## src/core/pfr_regs.vh

```
// command codes, field layouts, reset values and timing for fault limits
`ifndef PFR_REGS_VH
`define PFR_REGS_VH

`define PFR_CMD_CLEAR_FAULTS 8'h03
`define PFR_CMD_UV_ACTION 8'h45
`define PFR_CMD_OC_FAULT_LIMIT 8'h46
`define PFR_CMD_OC_FAULT_ACTION 8'h47
`define PFR_CMD_OC_WARN_LIMIT 8'h4a
`define PFR_CMD_OVERTEMP_FAULT_LIMIT 8'h4f
`define PFR_CMD_OT_FAULT_ACTION 8'h50
`define PFR_CMD_OVERTEMP_WARN_LIMIT 8'h51
`define PFR_CMD_STATUS_BYTE 8'h78
`define PFR_CMD_STATUS_WORD 8'h79
`define PFR_CMD_STATUS_VOUT 8'h7a
`define PFR_CMD_STATUS_IOUT 8'h7b
`define PFR_CMD_STATUS_TEMP 8'h7d

`define PFR_UV_ACTION_VAL 8'hba
`define PFR_OC_ACTION_VAL 8'hfa
`define PFR_OT_ACTION_VAL 8'hf8
`define PFR_OT_FAULT_RST 16'h007d
`define PFR_OT_WARN_RST 16'h005f

// linear word: exponent 15:11, mantissa 10:0
`define PFR_EXP_MSB 15
`define PFR_EXP_LSB 11
`define PFR_MAN_MSB 10
`define PFR_MAN_LSB 0

// sticky flag indices
`define PFR_F_OCF 0
`define PFR_F_OCW 1
`define PFR_F_UVF 2
`define PFR_F_OTF 3
`define PFR_F_OTW 4
`define PFR_F_OTHER 5
`define PFR_NFLAGS 6

// bit positions inside the status bytes
`define PFR_SB_IOUT_OC 4
`define PFR_SB_TEMP 2
`define PFR_SB_OTHER 0
`define PFR_SW_VOUT 15
`define PFR_SW_IOUT 14
`define PFR_SV_UVF 4
`define PFR_SI_OCF 7
`define PFR_SI_OCW 5
`define PFR_ST_OTF 7
`define PFR_ST_OTW 6

// restart timing and hysteresis
`define PFR_CLK_KHZ 100000
`define PFR_RESTART_MS 22
`define PFR_OT_HYST_FIXED 48'h0000_000f_0000

`endif

```

## src/core/pfr_lin_dec.v

```verilog
// linear-format word to signed fixed point with 16 fraction bits
`default_nettype none
`include "pfr_regs.vh"

module pfr_lin_dec (
	input wire [15:0] word_i,
	output wire signed [47:0] fixed_o
);

	wire signed [47:0] man_x;
	wire [4:0] shamt;

	assign man_x = {{37{word_i[`PFR_MAN_MSB]}},
		word_i[`PFR_MAN_MSB:`PFR_MAN_LSB]};
	// exponent -16..15 biased by 16 is the sign bit flipped
	assign shamt = {~word_i[`PFR_EXP_MSB], word_i[`PFR_EXP_MSB-1:`PFR_EXP_LSB]};
	assign fixed_o = man_x <<< shamt;

endmodule
`default_nettype wire

```

## src/core/pfr_dly_timer.v

```verilog
// one-shot delay counter with a done pulse
`default_nettype none

module pfr_dly_timer #(
	parameter integer CYCLES = 2200000
) (
	input wire mclk_i,
	input wire srst_i,
	input wire start_i,
	output reg busy_o,
	output reg done_o
);

	reg [31:0] cnt_r;

	always @(posedge mclk_i) begin
		if (srst_i) begin
			cnt_r <= 32'h0000_0000;
			busy_o <= 1'b0;
			done_o <= 1'b0;
		end else begin
			done_o <= 1'b0;
			if (start_i) begin
				cnt_r <= CYCLES - 1;
				busy_o <= 1'b1;
			end else if (busy_o) begin
				if (cnt_r == 32'h0000_0000) begin
					busy_o <= 1'b0;
					done_o <= 1'b1;
				end else begin
					cnt_r <= cnt_r - 32'h0000_0001;
				end
			end
		end
	end

endmodule
`default_nettype wire

```

## src/core/pfr_fault_ctrl.v

```verilog
// fault limit command registers, sticky status and shutdown/restart control
//
// Functional notes
// - an undervoltage fault disables the output at once and restarts after 22 ms.
// - each limit word is a 5-bit exponent over an 11-bit mantissa, both signed.
// - an overcurrent fault is flagged when output current reaches its limit.
// - an overcurrent fault sets its status byte, word and iout bits and alerts.
// - an overcurrent fault shuts down at once and restarts after 22 ms.
// - the overcurrent warning sets other, iout bits and alerts, no shutdown.
// - the over-temperature limit resets to 125 and raises alert and fault out.
// - an over-temperature fault shuts down until 15 degrees below the limit.
// - the over-temperature warning resets to 95 and raises only the alert.
// - an undervoltage fault sets other, vout bits and alerts the host.
`default_nettype none
`include "pfr_regs.vh"

module pfr_fault_ctrl #(
	parameter integer RESTART_CYCLES = `PFR_RESTART_MS * `PFR_CLK_KHZ
) (
	input wire mclk_i,
	input wire srst_i,
	input wire [7:0] cmd_code_i,
	input wire cmd_wr_i,
	input wire cmd_rd_i,
	input wire [15:0] cmd_wdata_i,
	output reg [15:0] cmd_rdata_o,
	output reg cmd_rvalid_o,
	output reg cmd_err_o,
	input wire [15:0] iout_meas_i,
	input wire [15:0] temp_meas_i,
	input wire uv_detect_i,
	input wire [15:0] max_current_setting_i,
	output reg conv_enable_o,
	output reg host_alert_out_o,
	output reg regulator_fault_out_o
);

	localparam ST_RUN = 2'd0;
	localparam ST_HICCUP = 2'd1;
	localparam ST_COOL = 2'd2;

	////////////////////////////////////////////////////////////////////////
	// limit registers

	reg [15:0] oc_fault_lim_r;
	reg [15:0] oc_warn_lim_r;
	reg [15:0] ot_fault_lim_r;
	reg [15:0] ot_warn_lim_r;
	reg [`PFR_NFLAGS-1:0] flags_r;
	reg [1:0] state_r;
	reg [1:0] state_nxt;

	// fault limit default is 125% of the max current word
	wire signed [11:0] mcs_man;
	wire signed [11:0] mcs_125;
	wire mcs_ovf;
	wire [15:0] oc_fault_dflt;
	wire [4:0] oc_fault_thresh_exp;
	wire [10:0] oc_fault_thresh_man;
	wire [4:0] oc_warn_thresh_exp;
	wire [10:0] oc_warn_thresh_man;
	wire [4:0] temp_fault_thresh_exp;
	wire [10:0] temp_fault_thresh_man;

	assign mcs_man = {max_current_setting_i[10],
		max_current_setting_i[10:0]};
	assign mcs_125 = mcs_man + (mcs_man >>> 2);
	assign mcs_ovf = mcs_125[11] != mcs_125[10];
	// on mantissa overflow, halve it and bump the exponent; loses one lsb
	assign oc_fault_dflt = mcs_ovf ?
		{max_current_setting_i[15:11] + 5'd1, mcs_125[11:1]} :
		{max_current_setting_i[15:11], mcs_125[10:0]};

	assign oc_fault_thresh_exp = oc_fault_lim_r[`PFR_EXP_MSB:`PFR_EXP_LSB];
	assign oc_fault_thresh_man = oc_fault_lim_r[`PFR_MAN_MSB:`PFR_MAN_LSB];
	assign oc_warn_thresh_exp = oc_warn_lim_r[`PFR_EXP_MSB:`PFR_EXP_LSB];
	assign oc_warn_thresh_man = oc_warn_lim_r[`PFR_MAN_MSB:`PFR_MAN_LSB];
	assign temp_fault_thresh_exp = ot_fault_lim_r[`PFR_EXP_MSB:`PFR_EXP_LSB];
	assign temp_fault_thresh_man = ot_fault_lim_r[`PFR_MAN_MSB:`PFR_MAN_LSB];

	always @(posedge mclk_i) begin
		if (srst_i) begin
			oc_fault_lim_r <= oc_fault_dflt;
			oc_warn_lim_r <= max_current_setting_i;
			ot_fault_lim_r <= `PFR_OT_FAULT_RST;
			ot_warn_lim_r <= `PFR_OT_WARN_RST;
		end else if (cmd_wr_i) begin
			if (cmd_code_i == `PFR_CMD_OC_FAULT_LIMIT) begin
				oc_fault_lim_r <= cmd_wdata_i;
			end else if (cmd_code_i == `PFR_CMD_OC_WARN_LIMIT) begin
				oc_warn_lim_r <= cmd_wdata_i;
			end else if (cmd_code_i == `PFR_CMD_OVERTEMP_FAULT_LIMIT) begin
				ot_fault_lim_r <= cmd_wdata_i;
			end else if (cmd_code_i == `PFR_CMD_OVERTEMP_WARN_LIMIT) begin
				ot_warn_lim_r <= cmd_wdata_i;
			end
		end
	end

	////////////////////////////////////////////////////////////////////////
	// threshold comparison in fixed point

	wire signed [47:0] iout_fx;
	wire signed [47:0] temp_fx;
	wire signed [47:0] ocf_fx;
	wire signed [47:0] ocw_fx;
	wire signed [47:0] otf_fx;
	wire signed [47:0] otw_fx;
	wire signed [47:0] ot_cool_fx;

	pfr_lin_dec u_dec_iout (
		.word_i(iout_meas_i),
		.fixed_o(iout_fx)
	);
	pfr_lin_dec u_dec_temp (
		.word_i(temp_meas_i),
		.fixed_o(temp_fx)
	);
	pfr_lin_dec u_dec_ocf (
		.word_i({oc_fault_thresh_exp, oc_fault_thresh_man}),
		.fixed_o(ocf_fx)
	);
	pfr_lin_dec u_dec_ocw (
		.word_i({oc_warn_thresh_exp, oc_warn_thresh_man}),
		.fixed_o(ocw_fx)
	);
	pfr_lin_dec u_dec_otf (
		.word_i({temp_fault_thresh_exp, temp_fault_thresh_man}),
		.fixed_o(otf_fx)
	);
	pfr_lin_dec u_dec_otw (
		.word_i(ot_warn_lim_r),
		.fixed_o(otw_fx)
	);

	wire ocf_hit;
	wire ocw_hit;
	wire otf_hit;
	wire otw_hit;
	wire ot_cooled;

	assign ocf_hit = iout_fx >= ocf_fx;
	assign ocw_hit = iout_fx >= ocw_fx;
	assign otf_hit = temp_fx >= otf_fx;
	assign otw_hit = temp_fx >= otw_fx;
	assign ot_cool_fx = otf_fx - `PFR_OT_HYST_FIXED;
	assign ot_cooled = temp_fx <= ot_cool_fx;

	////////////////////////////////////////////////////////////////////////
	// sticky status flags

	reg [`PFR_NFLAGS-1:0] set_vec;
	reg [`PFR_NFLAGS-1:0] clr_vec;

	always @* begin
		set_vec = {`PFR_NFLAGS{1'b0}};
		set_vec[`PFR_F_OCF] = ocf_hit;
		set_vec[`PFR_F_OCW] = ocw_hit;
		set_vec[`PFR_F_UVF] = uv_detect_i;
		set_vec[`PFR_F_OTF] = otf_hit;
		set_vec[`PFR_F_OTW] = otw_hit;
		set_vec[`PFR_F_OTHER] = ocw_hit | uv_detect_i;
	end

	// clear all, or write one to clear inside a status command
	always @* begin
		clr_vec = {`PFR_NFLAGS{1'b0}};
		if (cmd_wr_i) begin
			if (cmd_code_i == `PFR_CMD_CLEAR_FAULTS) begin
				clr_vec = {`PFR_NFLAGS{1'b1}};
			end else if (cmd_code_i == `PFR_CMD_STATUS_BYTE) begin
				clr_vec[`PFR_F_OCF] = cmd_wdata_i[`PFR_SB_IOUT_OC];
				clr_vec[`PFR_F_OTHER] = cmd_wdata_i[`PFR_SB_OTHER];
			end else if (cmd_code_i == `PFR_CMD_STATUS_VOUT) begin
				clr_vec[`PFR_F_UVF] = cmd_wdata_i[`PFR_SV_UVF];
			end else if (cmd_code_i == `PFR_CMD_STATUS_IOUT) begin
				clr_vec[`PFR_F_OCF] = cmd_wdata_i[`PFR_SI_OCF];
				clr_vec[`PFR_F_OCW] = cmd_wdata_i[`PFR_SI_OCW];
			end else if (cmd_code_i == `PFR_CMD_STATUS_TEMP) begin
				clr_vec[`PFR_F_OTF] = cmd_wdata_i[`PFR_ST_OTF];
				clr_vec[`PFR_F_OTW] = cmd_wdata_i[`PFR_ST_OTW];
			end
		end
	end

	genvar gi;
	generate
		for (gi = 0; gi < `PFR_NFLAGS; gi = gi + 1) begin : g_flag
			always @(posedge mclk_i) begin
				if (srst_i) begin
					flags_r[gi] <= 1'b0;
				end else if (set_vec[gi]) begin
					flags_r[gi] <= 1'b1;
				end else if (clr_vec[gi]) begin
					flags_r[gi] <= 1'b0;
				end
			end
		end
	endgenerate

	wire temp_any;
	wire [7:0] stat_byte;
	wire [15:0] stat_word;
	wire [7:0] stat_vout;
	wire [7:0] stat_iout;
	wire [7:0] stat_temp;

	assign temp_any = flags_r[`PFR_F_OTF] | flags_r[`PFR_F_OTW];
	assign stat_byte = {3'b000, flags_r[`PFR_F_OCF], 1'b0, temp_any, 1'b0,
		flags_r[`PFR_F_OTHER]};
	assign stat_word = {flags_r[`PFR_F_UVF],
		flags_r[`PFR_F_OCF] | flags_r[`PFR_F_OCW], 6'b00_0000, stat_byte};
	assign stat_vout = {3'b000, flags_r[`PFR_F_UVF], 4'h0};
	assign stat_iout = {flags_r[`PFR_F_OCF], 1'b0, flags_r[`PFR_F_OCW],
		5'b0_0000};
	assign stat_temp = {flags_r[`PFR_F_OTF], flags_r[`PFR_F_OTW], 6'b00_0000};

	always @(posedge mclk_i) begin
		if (srst_i) begin
			host_alert_out_o <= 1'b0;
			regulator_fault_out_o <= 1'b0;
		end else begin
			host_alert_out_o <= |(set_vec | (flags_r & ~clr_vec));
			regulator_fault_out_o <= set_vec[`PFR_F_OTF] |
				(flags_r[`PFR_F_OTF] & ~clr_vec[`PFR_F_OTF]);
		end
	end

	////////////////////////////////////////////////////////////////////////
	// shutdown and restart

	wire tmr_start;
	wire tmr_done;

	assign tmr_start = (state_r != ST_HICCUP) && (state_nxt == ST_HICCUP);

	pfr_dly_timer #(
		.CYCLES(RESTART_CYCLES)
	) u_restart (
		.mclk_i(mclk_i),
		.srst_i(srst_i),
		.start_i(tmr_start),
		.busy_o(),
		.done_o(tmr_done)
	);

	always @* begin
		state_nxt = state_r;
		case (state_r)
			ST_RUN: begin
				if (otf_hit) begin
					state_nxt = ST_COOL;
				end else if (ocf_hit | uv_detect_i) begin
					state_nxt = ST_HICCUP;
				end
			end
			ST_HICCUP: begin
				if (otf_hit) begin
					state_nxt = ST_COOL;
				end else if (tmr_done) begin
					state_nxt = ST_RUN;
				end
			end
			ST_COOL: begin
				if (ot_cooled) begin
					state_nxt = ST_RUN;
				end
			end
			default: begin
				state_nxt = ST_RUN;
			end
		endcase
	end

	always @(posedge mclk_i) begin
		if (srst_i) begin
			state_r <= ST_RUN;
			conv_enable_o <= 1'b1;
		end else begin
			state_r <= state_nxt;
			// output off on the next edge
			conv_enable_o <= state_nxt == ST_RUN;
		end
	end

	////////////////////////////////////////////////////////////////////////
	// command reads

	reg [15:0] rd_mux;
	reg rd_hit;
	reg wr_hit;

	always @* begin
		rd_hit = 1'b1;
		rd_mux = 16'h0000;
		if (cmd_code_i == `PFR_CMD_OC_FAULT_LIMIT) begin
			rd_mux = oc_fault_lim_r;
		end else if (cmd_code_i == `PFR_CMD_OC_FAULT_ACTION) begin
			rd_mux = {8'h00, `PFR_OC_ACTION_VAL};
		end else if (cmd_code_i == `PFR_CMD_OC_WARN_LIMIT) begin
			rd_mux = oc_warn_lim_r;
		end else if (cmd_code_i == `PFR_CMD_OVERTEMP_FAULT_LIMIT) begin
			rd_mux = ot_fault_lim_r;
		end else if (cmd_code_i == `PFR_CMD_OT_FAULT_ACTION) begin
			rd_mux = {8'h00, `PFR_OT_ACTION_VAL};
		end else if (cmd_code_i == `PFR_CMD_OVERTEMP_WARN_LIMIT) begin
			rd_mux = ot_warn_lim_r;
		end else if (cmd_code_i == `PFR_CMD_UV_ACTION) begin
			rd_mux = {8'h00, `PFR_UV_ACTION_VAL};
		end else if (cmd_code_i == `PFR_CMD_STATUS_BYTE) begin
			rd_mux = {8'h00, stat_byte};
		end else if (cmd_code_i == `PFR_CMD_STATUS_WORD) begin
			rd_mux = stat_word;
		end else if (cmd_code_i == `PFR_CMD_STATUS_VOUT) begin
			rd_mux = {8'h00, stat_vout};
		end else if (cmd_code_i == `PFR_CMD_STATUS_IOUT) begin
			rd_mux = {8'h00, stat_iout};
		end else if (cmd_code_i == `PFR_CMD_STATUS_TEMP) begin
			rd_mux = {8'h00, stat_temp};
		end else begin
			rd_hit = 1'b0;
		end
	end

	// action codes are fixed; writing them is refused
	always @* begin
		wr_hit = (cmd_code_i == `PFR_CMD_CLEAR_FAULTS) ||
			(cmd_code_i == `PFR_CMD_OC_FAULT_LIMIT) ||
			(cmd_code_i == `PFR_CMD_OC_WARN_LIMIT) ||
			(cmd_code_i == `PFR_CMD_OVERTEMP_FAULT_LIMIT) ||
			(cmd_code_i == `PFR_CMD_OVERTEMP_WARN_LIMIT) ||
			(cmd_code_i == `PFR_CMD_STATUS_BYTE) ||
			(cmd_code_i == `PFR_CMD_STATUS_VOUT) ||
			(cmd_code_i == `PFR_CMD_STATUS_IOUT) ||
			(cmd_code_i == `PFR_CMD_STATUS_TEMP);
	end

	always @(posedge mclk_i) begin
		if (srst_i) begin
			cmd_rdata_o <= 16'h0000;
			cmd_rvalid_o <= 1'b0;
			cmd_err_o <= 1'b0;
		end else begin
			cmd_rvalid_o <= cmd_rd_i & rd_hit;
			cmd_err_o <= (cmd_rd_i & ~rd_hit) | (cmd_wr_i & ~wr_hit);
			if (cmd_rd_i) begin
				cmd_rdata_o <= rd_mux;
			end
		end
	end

endmodule
`default_nettype wire

```

## config.mk

```make
export PLATFORM = sky130hd
export DESIGN_NAME = pfr_fault_ctrl
export DESIGN_NICKNAME = d
export VERILOG_FILES = /design/src/core/pfr_lin_dec.v /design/src/core/pfr_dly_timer.v /design/src/core/pfr_fault_ctrl.v
export VERILOG_INCLUDE_DIRS = /design/src /design/src/core
export SDC_FILE = /design/constraint.sdc
export NUM_CORES = 1
export LEC_CHECK = 0
export ABC_AREA = 0
export BUFFER_PORTS_ARGS = -buffer_cell sky130_fd_sc_hd__buf_4
export CORE_MARGIN = 3
export CORE_UTILIZATION = 46
export CTS_BUF_LIST = sky130_fd_sc_hd__clkbuf_8
export CTS_CLUSTER_SIZE = 40
export DETAILED_ROUTE_END_ITERATION = 7
export PLACE_DENSITY = 0.72
export SYNTH_ARGS = -nofsm -noshare
export SYNTH_HDL_FRONTEND = slang
export SYNTH_SLANG_ARGS = --single-unit
export TNS_END_PERCENT = 20
```

## constraint.sdc

```tcl
create_clock -name mclk_i -period 6.3 [get_ports mclk_i]
set_clock_uncertainty 0.15 [all_clocks]
set_input_delay 1.26 -clock mclk_i [delete_from_list [all_inputs] [get_ports mclk_i]]
set_output_delay 1.26 -clock mclk_i [all_outputs]
set_load 0.005 [all_outputs]
```

* Yosys cells after proc, flatten, opt, wreduce, memory -nomap -nowiden *
Index checks and enable logic that the tools add are counted.
Widths: inputs -> output; s select.

operators by class
  add/sub/neg operators = 4
  multipliers = 0
  div/mod/pow operators = 0
  $lt $le $gt $ge = 5
  equality and inequality tests = 20
  shifts and indexed selects = 6
  multiplexer cells = 68
  bitwise logic cells = 27
  reductions and logical operators = 31

operator list
  kind                    number
  $sshl 11x5->48          6
  $mux 16                 17
  $ge 48x48->1            4
  $eq 8x7->1 const B      12
  $mux 22                 3
  $le 48x48->1            1
  $sub 48x20->48 const B  1
  $logic_not 32->1        1
  $sub 32x1->32 const B   1
  $mux 1                  31
  $mux 8                  3
  $mux 2                  10
  $reduce_bool 2->1       10
  $not 1->1               14
  $add 11x9->12           1
  $mux 6                  2
  $eq 8x2->1 const B      1
  $logic_or 1x1->1        8
  $and 6x6->6             1
  $not 6->6               1
  $or 1x1->1              6
  $or 6x6->6              1
  $pmux 2 s3              1
  $reduce_and 2->1        3
  other kinds (16)        22

word-level totals
  register bits = 127
  latch bits = 0
  RAM bits = 0
  bits in read-only memories = 0
  output and inout bits = 21
  word-level logic and storage cells = 182
  memories kept = 0

* Logic depth before layout (Yosys ltp) *
  depth after elaboration = 16
  mapped depth = 23

* By module *
A second synthesis with hierarchy kept.

second synthesis, totals
  cell total of the unflattened synthesis = 2654
  area, all modules = 20218.1 sq um

modules (own cells, without submodules)
  module          instances  cells an instance  area an instance (sq um)  seq. area each (sq um)
  pfr_fault_ctrl  1          1408               10911.7                   2182.1
  pfr_lin_dec     6          175                1253.7                    0.0
  pfr_dly_timer   1          196                1784.2                    680.7

* Least setup slack after synthesis *
No wires, ideal clock.

  path type = input-to-reg
  start = input port iout_meas_i[12]
  end = register u_restart.busy_o
  library setup time = 0.070 ns
  arrival time = 5.190 ns
  setup slack = 0.889 ns
  stages on the path = 19
  path buffers = 3
  cell sequence = clkbuf_1 > clkbuf_1 > mux2_2 > nor2_1 > nor2_1 > a21oi_1 > nand2_1 > a21oi_1 > nor2_1 > ha_1 > a211oi_1 > o211ai_1 > o221ai_1 > o311ai_0 > a221oi_1 > mux2_2 > or4_1 > buf_2 > a21oi_1

between the ends
  longest elaborated chain between the ends = 9

ends and longest elaborated chain
  what                    line                  RTL
  start: declaration      pfr_fault_ctrl.v:29   input wire [15:0] iout_meas_i,
  $sshl 11x5->48          pfr_lin_dec.v:17      assign fixed_o = man_x <<< shamt;
  $ge 48x48->1            pfr_fault_ctrl.v:142  assign ocf_hit = iout_fx >= ocf_fx;
  $or 1x1->1              pfr_fault_ctrl.v:253  end else if (ocf_hit | uv_detect_i) begin
  $mux 2                  pfr_fault_ctrl.v:253
  $mux 2                  pfr_fault_ctrl.v:251  if (otf_hit) begin
  $pmux 2 s3              pfr_fault_ctrl.v:249  case (state_r)
  $eq 2x1->1              pfr_fault_ctrl.v:235  assign tmr_start = (state_r != ST_HICCUP) && (state_nxt == ST_HICCUP);
  $logic_and 1x1->1       pfr_fault_ctrl.v:235
  $mux 1                  pfr_dly_timer.v:23    if (start_i) begin
  end signal: assignment  pfr_dly_timer.v:19    busy_o <= 1'b0;
  end signal: assignment  pfr_dly_timer.v:25    busy_o <= 1'b1;
  end signal: assignment  pfr_dly_timer.v:28    busy_o <= 1'b0;
  end: declaration        pfr_dly_timer.v:10    output reg busy_o,

Every way passes these cells.
A chain may end at the register's enable or synchronous reset.

* Worst setup path in the final report *
  start = register ot_fault_lim_r[11]
  end = register conv_enable_o

between the ends
  longest elaborated chain between the ends = 6
  elaborated cells on any way between the ends = 9
  classes of those cells = 1 x add/sub; 2 x order compare; 1 x shift; 4 x mux; 1 x reduce/logical

ends and longest elaborated chain
  what                             line                  RTL
  start: declaration               pfr_fault_ctrl.v:47   reg [15:0] ot_fault_lim_r;
  start signal: assignment         pfr_fault_ctrl.v:85   ot_fault_lim_r <= `PFR_OT_FAULT_RST;
  start signal: assignment         pfr_fault_ctrl.v:93   ot_fault_lim_r <= cmd_wdata_i;
  $sshl 11x5->48 (*)               pfr_lin_dec.v:17
  $sub 48x20->48 (no source line)  --
  $le 48x48->1                     pfr_fault_ctrl.v:147  assign ot_cooled = temp_fx <= ot_cool_fx;
  $mux 2                           pfr_fault_ctrl.v:265  if (ot_cooled) begin
  $pmux 2 s3 (*)                   pfr_fault_ctrl.v:249
  $logic_not 2->1 (*)              pfr_fault_ctrl.v:282  conv_enable_o <= state_nxt == ST_RUN;
  end signal: assignment           pfr_fault_ctrl.v:278  conv_enable_o <= 1'b1;
  end signal: assignment           pfr_fault_ctrl.v:282
  end: declaration                 pfr_fault_ctrl.v:33   output reg conv_enable_o,

Mark *: on every way between the ends. The rest lies on a longest branch, timed or not.

==> impl_metrics.env <==
export IMPL_cts_sinks=127
export IMPL_fin_crit_ps=5830
export IMPL_dr_pass1_iters=6
export IMPL_worstPathRequired_ps=6520
export IMPL_crit_path_end_kind="flop"
export IMPL_power_density_nw_per_um2=165
export IMPL_io_pins=98
export IMPL_drive_above_1_share=0.115
export IMPL_combPwrFrac=0.437
export IMPL_grt_overflow=0
export IMPL_finish_utilization=0.510
export IMPL_r2r_slack_ps=470
export IMPL_clk_latency_ps=460
export IMPL_clkPwrFrac=0.241
export IMPL_core_area_um2=37000
export IMPL_fillers=3629
export IMPL_clk_pin_slew_worst_paths_ps=100
export IMPL_cts_tree="done"
export IMPL_critPathLaunch="ot_fault_lim_r[11]$_SDFFE_PP0P_"
export IMPL_rows=70
export IMPL_synth_area_um2=17400
export IMPL_cp_depth=16
export IMPL_slew_limit_headroom=0.0961
export IMPL_grt_pass1_vias=16700
export IMPL_setup_viol=0
export IMPL_path_buf_inv=1
export IMPL_power_switching_w=0.00132
export IMPL_ys_types=93
export IMPL_chipHeight_um=200
export IMPL_timing_rr_start="ot_fault_lim_r[11]$_SDFFE_PP0P_"
export IMPL_worst_hold_path_type="flop to flop"
export IMPL_cts_setup_buffers=0
export IMPL_ys_dominant_reg_cell="dfxtp_1"
export IMPL_internal_power_w=0.00179
export IMPL_cts_path_max_buffers=2
export IMPL_rsz0062_at_grt="false"
export IMPL_antenna_found_initial=0
export IMPL_reg2reg_depth=16
export IMPL_start_kind="flop"
export IMPL_ys_async_sr_fraction=0
export IMPL_numCtsBuffers=17
export IMPL_synth_area_per_cell_um2=7.42
export IMPL_endpoint="conv_enable_o$_SDFF_PP1_"
export IMPL_power_share_sequential=0.322
export IMPL_synth_ff_latch_count=127
export IMPL_ys_warnings_count=0
export IMPL_syn_nets=2635
export IMPL_cp_top_family="simple AND/OR/NAND/NOR gates"
export IMPL_io_buffers=97
export IMPL_design_area_um2=18900
export IMPL_drtIter0Drc=2177
export IMPL_htreeDepth=4
export IMPL_finalPower_w=0.00311
export IMPL_tightest_slew_ps=1350
export IMPL_wirelength_um=62200
export IMPL_status="complete, no violations"
export IMPL_place_area_um2=18400
export IMPL_crit_chain="buf_4 > mux2i_1 > a211o_1 > a31oi_1 > nor4_2 > a31oi_4 > or3b_4 > nor2_1 > mux2_1 > ha_1 > nand4_1 > nor4_1 > nand3_1 > o211ai_1 > xnor2_1 > a221oi_1"
export IMPL_drc=0
export IMPL_synth_edf_count=32
export IMPL_grt_max_degree=69
export IMPL_die_w_um=200
export IMPL_dieArea_um2=40200
export IMPL_synth_seq_area_share=0.165
export IMPL_antenna_cells=0
export IMPL_syn_inst=2344
export IMPL_min_period_over_period=0.926
export IMPL_dpl_hpwl_um=50100
export IMPL_gp_congestion=1.04
export IMPL_p_sw_frac=0.425
export IMPL_reg2reg_to="conv_enable_o$_SDFF_PP1_"
export IMPL_ir_drop_uv=216
export IMPL_cap_violations=0
export IMPL_start_util=0.470
export IMPL_nNetsFinal=2640
export IMPL_fmax_mhz=171
export IMPL_ant_nets=0
export IMPL_crit_path_top_delay_cell="dfxtp_1"
export IMPL_cp_data_arrival_time_ps=6050
export IMPL_slowest_delay_ps=860
export IMPL_p_leak_nw=7.84
export IMPL_hold_viol=0
export IMPL_grt_use_total=0.295
export IMPL_crit_fanout=17
export IMPL_synthToLayoutAreaGrowth_pct=8.47
export IMPL_vias=18300
export IMPL_root_buffer="clkbuf_8"
export IMPL_wl_per_cell_um=21.7
export IMPL_finalSetupTns_ps=0
export IMPL_vias_per_cell=6.40
export IMPL_slew_viol_final=0
export IMPL_grt_pass1_wl_um=95300
export IMPL_setup_worst_path_class="flop to flop"
synthesized netlist by cell type (12+ instances only):
| cell type | count | area [um^2] |
|---|---|---|
| dfxtp_1 | 95 | 1900 |
| mux2_2 | 47 | 529 |
| a22oi_1 | 28 | 210 |
| nor2b_1 | 26 | 163 |
| o21ai_0 | 155 | 776 |
| a211oi_1 | 23 | 173 |
| nand2b_1 | 33 | 206 |
| a31oi_1 | 20 | 125 |
| nor4_1 | 18 | 113 |
| or3_1 | 19 | 119 |
| clkbuf_1 | 118 | 443 |
| a21boi_0 | 24 | 180 |
| nand2_1 | 312 | 1170 |
| a21oi_1 | 205 | 1030 |
| mux4_2 | 12 | 270 |
| and2_1 | 25 | 156 |
| o21a_1 | 20 | 150 |
| mux2i_1 | 108 | 1080 |
| nand3_1 | 47 | 235 |
| nor2_1 | 234 | 878 |
| ha_1 | 213 | 2670 |
| nor3_1 | 59 | 295 |
| a221oi_1 | 13 | 114 |
| xnor2_1 | 34 | 298 |
| o31ai_1 | 14 | 105 |
| edfxtp_1 | 32 | 961 |
| nand4_1 | 31 | 194 |
| xor2_1 | 21 | 184 |
| a21o_1 | 46 | 345 |
| o22ai_1 | 15 | 93.8 |
| inv_1 | 58 | 218 |
| or2_2 | 13 | 81.3 |
| o211ai_1 | 24 | 180 |
kinds of logic after synthesis:
group | Yosys count | synth area share
multiplexers | 172 | 0.114
AO/OA/AOI/OAI | 695 | 0.258
adder cells (fa/ha/maj) | 214 | 0.154
AND/OR/NAND/NOR | 872 | 0.235
XOR/XNOR | 55 | 0.0277
flip-flops | 127 | 0.165
buffers and inverters | 209 | 0.0466
worst min-delay path by stage:
stage,start,to,slack [ps],depth (start not counted)
after floorplan,u_restart.cnt_r[22]$_SDFFE_PP0P_,u_restart.cnt_r[22]$_SDFFE_PP0P_,280,2
final,u_restart.cnt_r[22]$_SDFFE_PP0P_,u_restart.cnt_r[22]$_SDFFE_PP0P_,310,2
after global placement,u_restart.cnt_r[22]$_SDFFE_PP0P_,u_restart.cnt_r[22]$_SDFFE_PP0P_,290,2
after CTS,u_restart.cnt_r[22]$_SDFFE_PP0P_,u_restart.cnt_r[22]$_SDFFE_PP0P_,310,2
after global routing,u_restart.cnt_r[22]$_SDFFE_PP0P_,u_restart.cnt_r[22]$_SDFFE_PP0P_,340,2
after detailed placement,u_restart.cnt_r[22]$_SDFFE_PP0P_,u_restart.cnt_r[22]$_SDFFE_PP0P_,300,2
final cells by class:
cell class              count  area (um^2)  share of cell area
well taps                 504          631              0.0334
flip-flops and latches    127         2860               0.152
clock inverters            15          185             0.00982
inverters                  67          251              0.0133
multi-input cells        2008        13700               0.728
clock buffers              17          234              0.0124
repair buffers            128          961              0.0510
cells in the final DEF (no fill, tap or decap), types with 14 or more instances in the layout:
cell      netlist  final
o211ai_1       24     24
ha_1          213    213
nand2_1       312    312
nor2_1        234    234
a211oi_1       23     22
edfxtp_1       32     32
or3_1          19     19
nand2b_1       33     33
o31ai_1        14     14
a21o_1         46     46
clkbuf_8        0     17
nand4_1        31     31
mux2i_1       108    108
a31oi_1        20     20
nor4_1         18     17
nor2b_1        26     26
o22ai_1        15     15
a21oi_1       205    205
buf_4           1    128
nand3_1        47     47
a22oi_1        28     28
a21boi_0       24     24
nor3_1         59     59
xnor2_1        34     34
xor2_1         21     21
inv_1          58     58
o21ai_0       155    153
dfxtp_1        95     94
mux2_2         47     47
o21a_1         20     20
and2_1         25     25
routing by layer:
layer | global-route usage | routed length (um) | vias to the layer above
met3 | 0.0385 | 5400 | 155
li1 | - | - | 8662
met1 | 0.425 | 27700 | 8553
met2 | 0.445 | 26400 | 967
met5 | 0 | 0 | -
met4 | 0.117 | 2610 | 0
worst reg2reg max path, cell delays in order (launching register included):
cell	delay (ps)
dfxtp_1	860
buf_4	310
mux2i_1	490
a211o_1	210
a31oi_1	210
nor4_2	480
a31oi_4	170
or3b_4	460
nor2_1	170
mux2_1	380
ha_1	280
nand4_1	90
nor4_1	580
nand3_1	170
o211ai_1	280
xnor2_1	150
a221oi_1	290
sequential cells by signal, summed over array words and instances, names as in the netlist:
name and cells:
ot_fault_lim_r 16, conv_enable_o 1, oc_fault_lim_r 16, u_restart.done_o 1
cmd_err_o 1, ot_warn_lim_r 16, u_restart.cnt_r 32, regulator_fault_out_o 1
state_r 2, host_alert_out_o 1, flags_r 6, u_restart.busy_o 1
cmd_rvalid_o 1, oc_warn_lim_r 16, cmd_rdata_o 16
metrics by stage:
stage                     hold slack [ps]  setup WS, ps  cells
after CTS                             310           412   2866
after detailed placement              296           457   2834
after global placement                291           498   2834
after floorplan                       282           889   2344
after global routing                  337          76.3   2866
final                                 307           468   2866
power by group through the flow:
stage | clock, W | sequential [W] | combinational, W
2_1_floorplan | 0 | 0.000957 | 0.000965
3_3_place_gp | 0 | 0.00101 | 0.00129
3_5_place_dp | 0 | 0.00101 | 0.00132
4_1_cts | 0.000765 | 0.000993 | 0.00133
5_1_grt | 0.000793 | 0.00101 | 0.00150
6_report | 0.000750 | 0.000999 | 0.00136
repair_timing:
item	4_1_cts	5_1_grt
hold buffers	0	0
setup endpoints to repair	0	1
resized for setup	0	1
No activity file was read; power rests on OpenSTA's default activity.
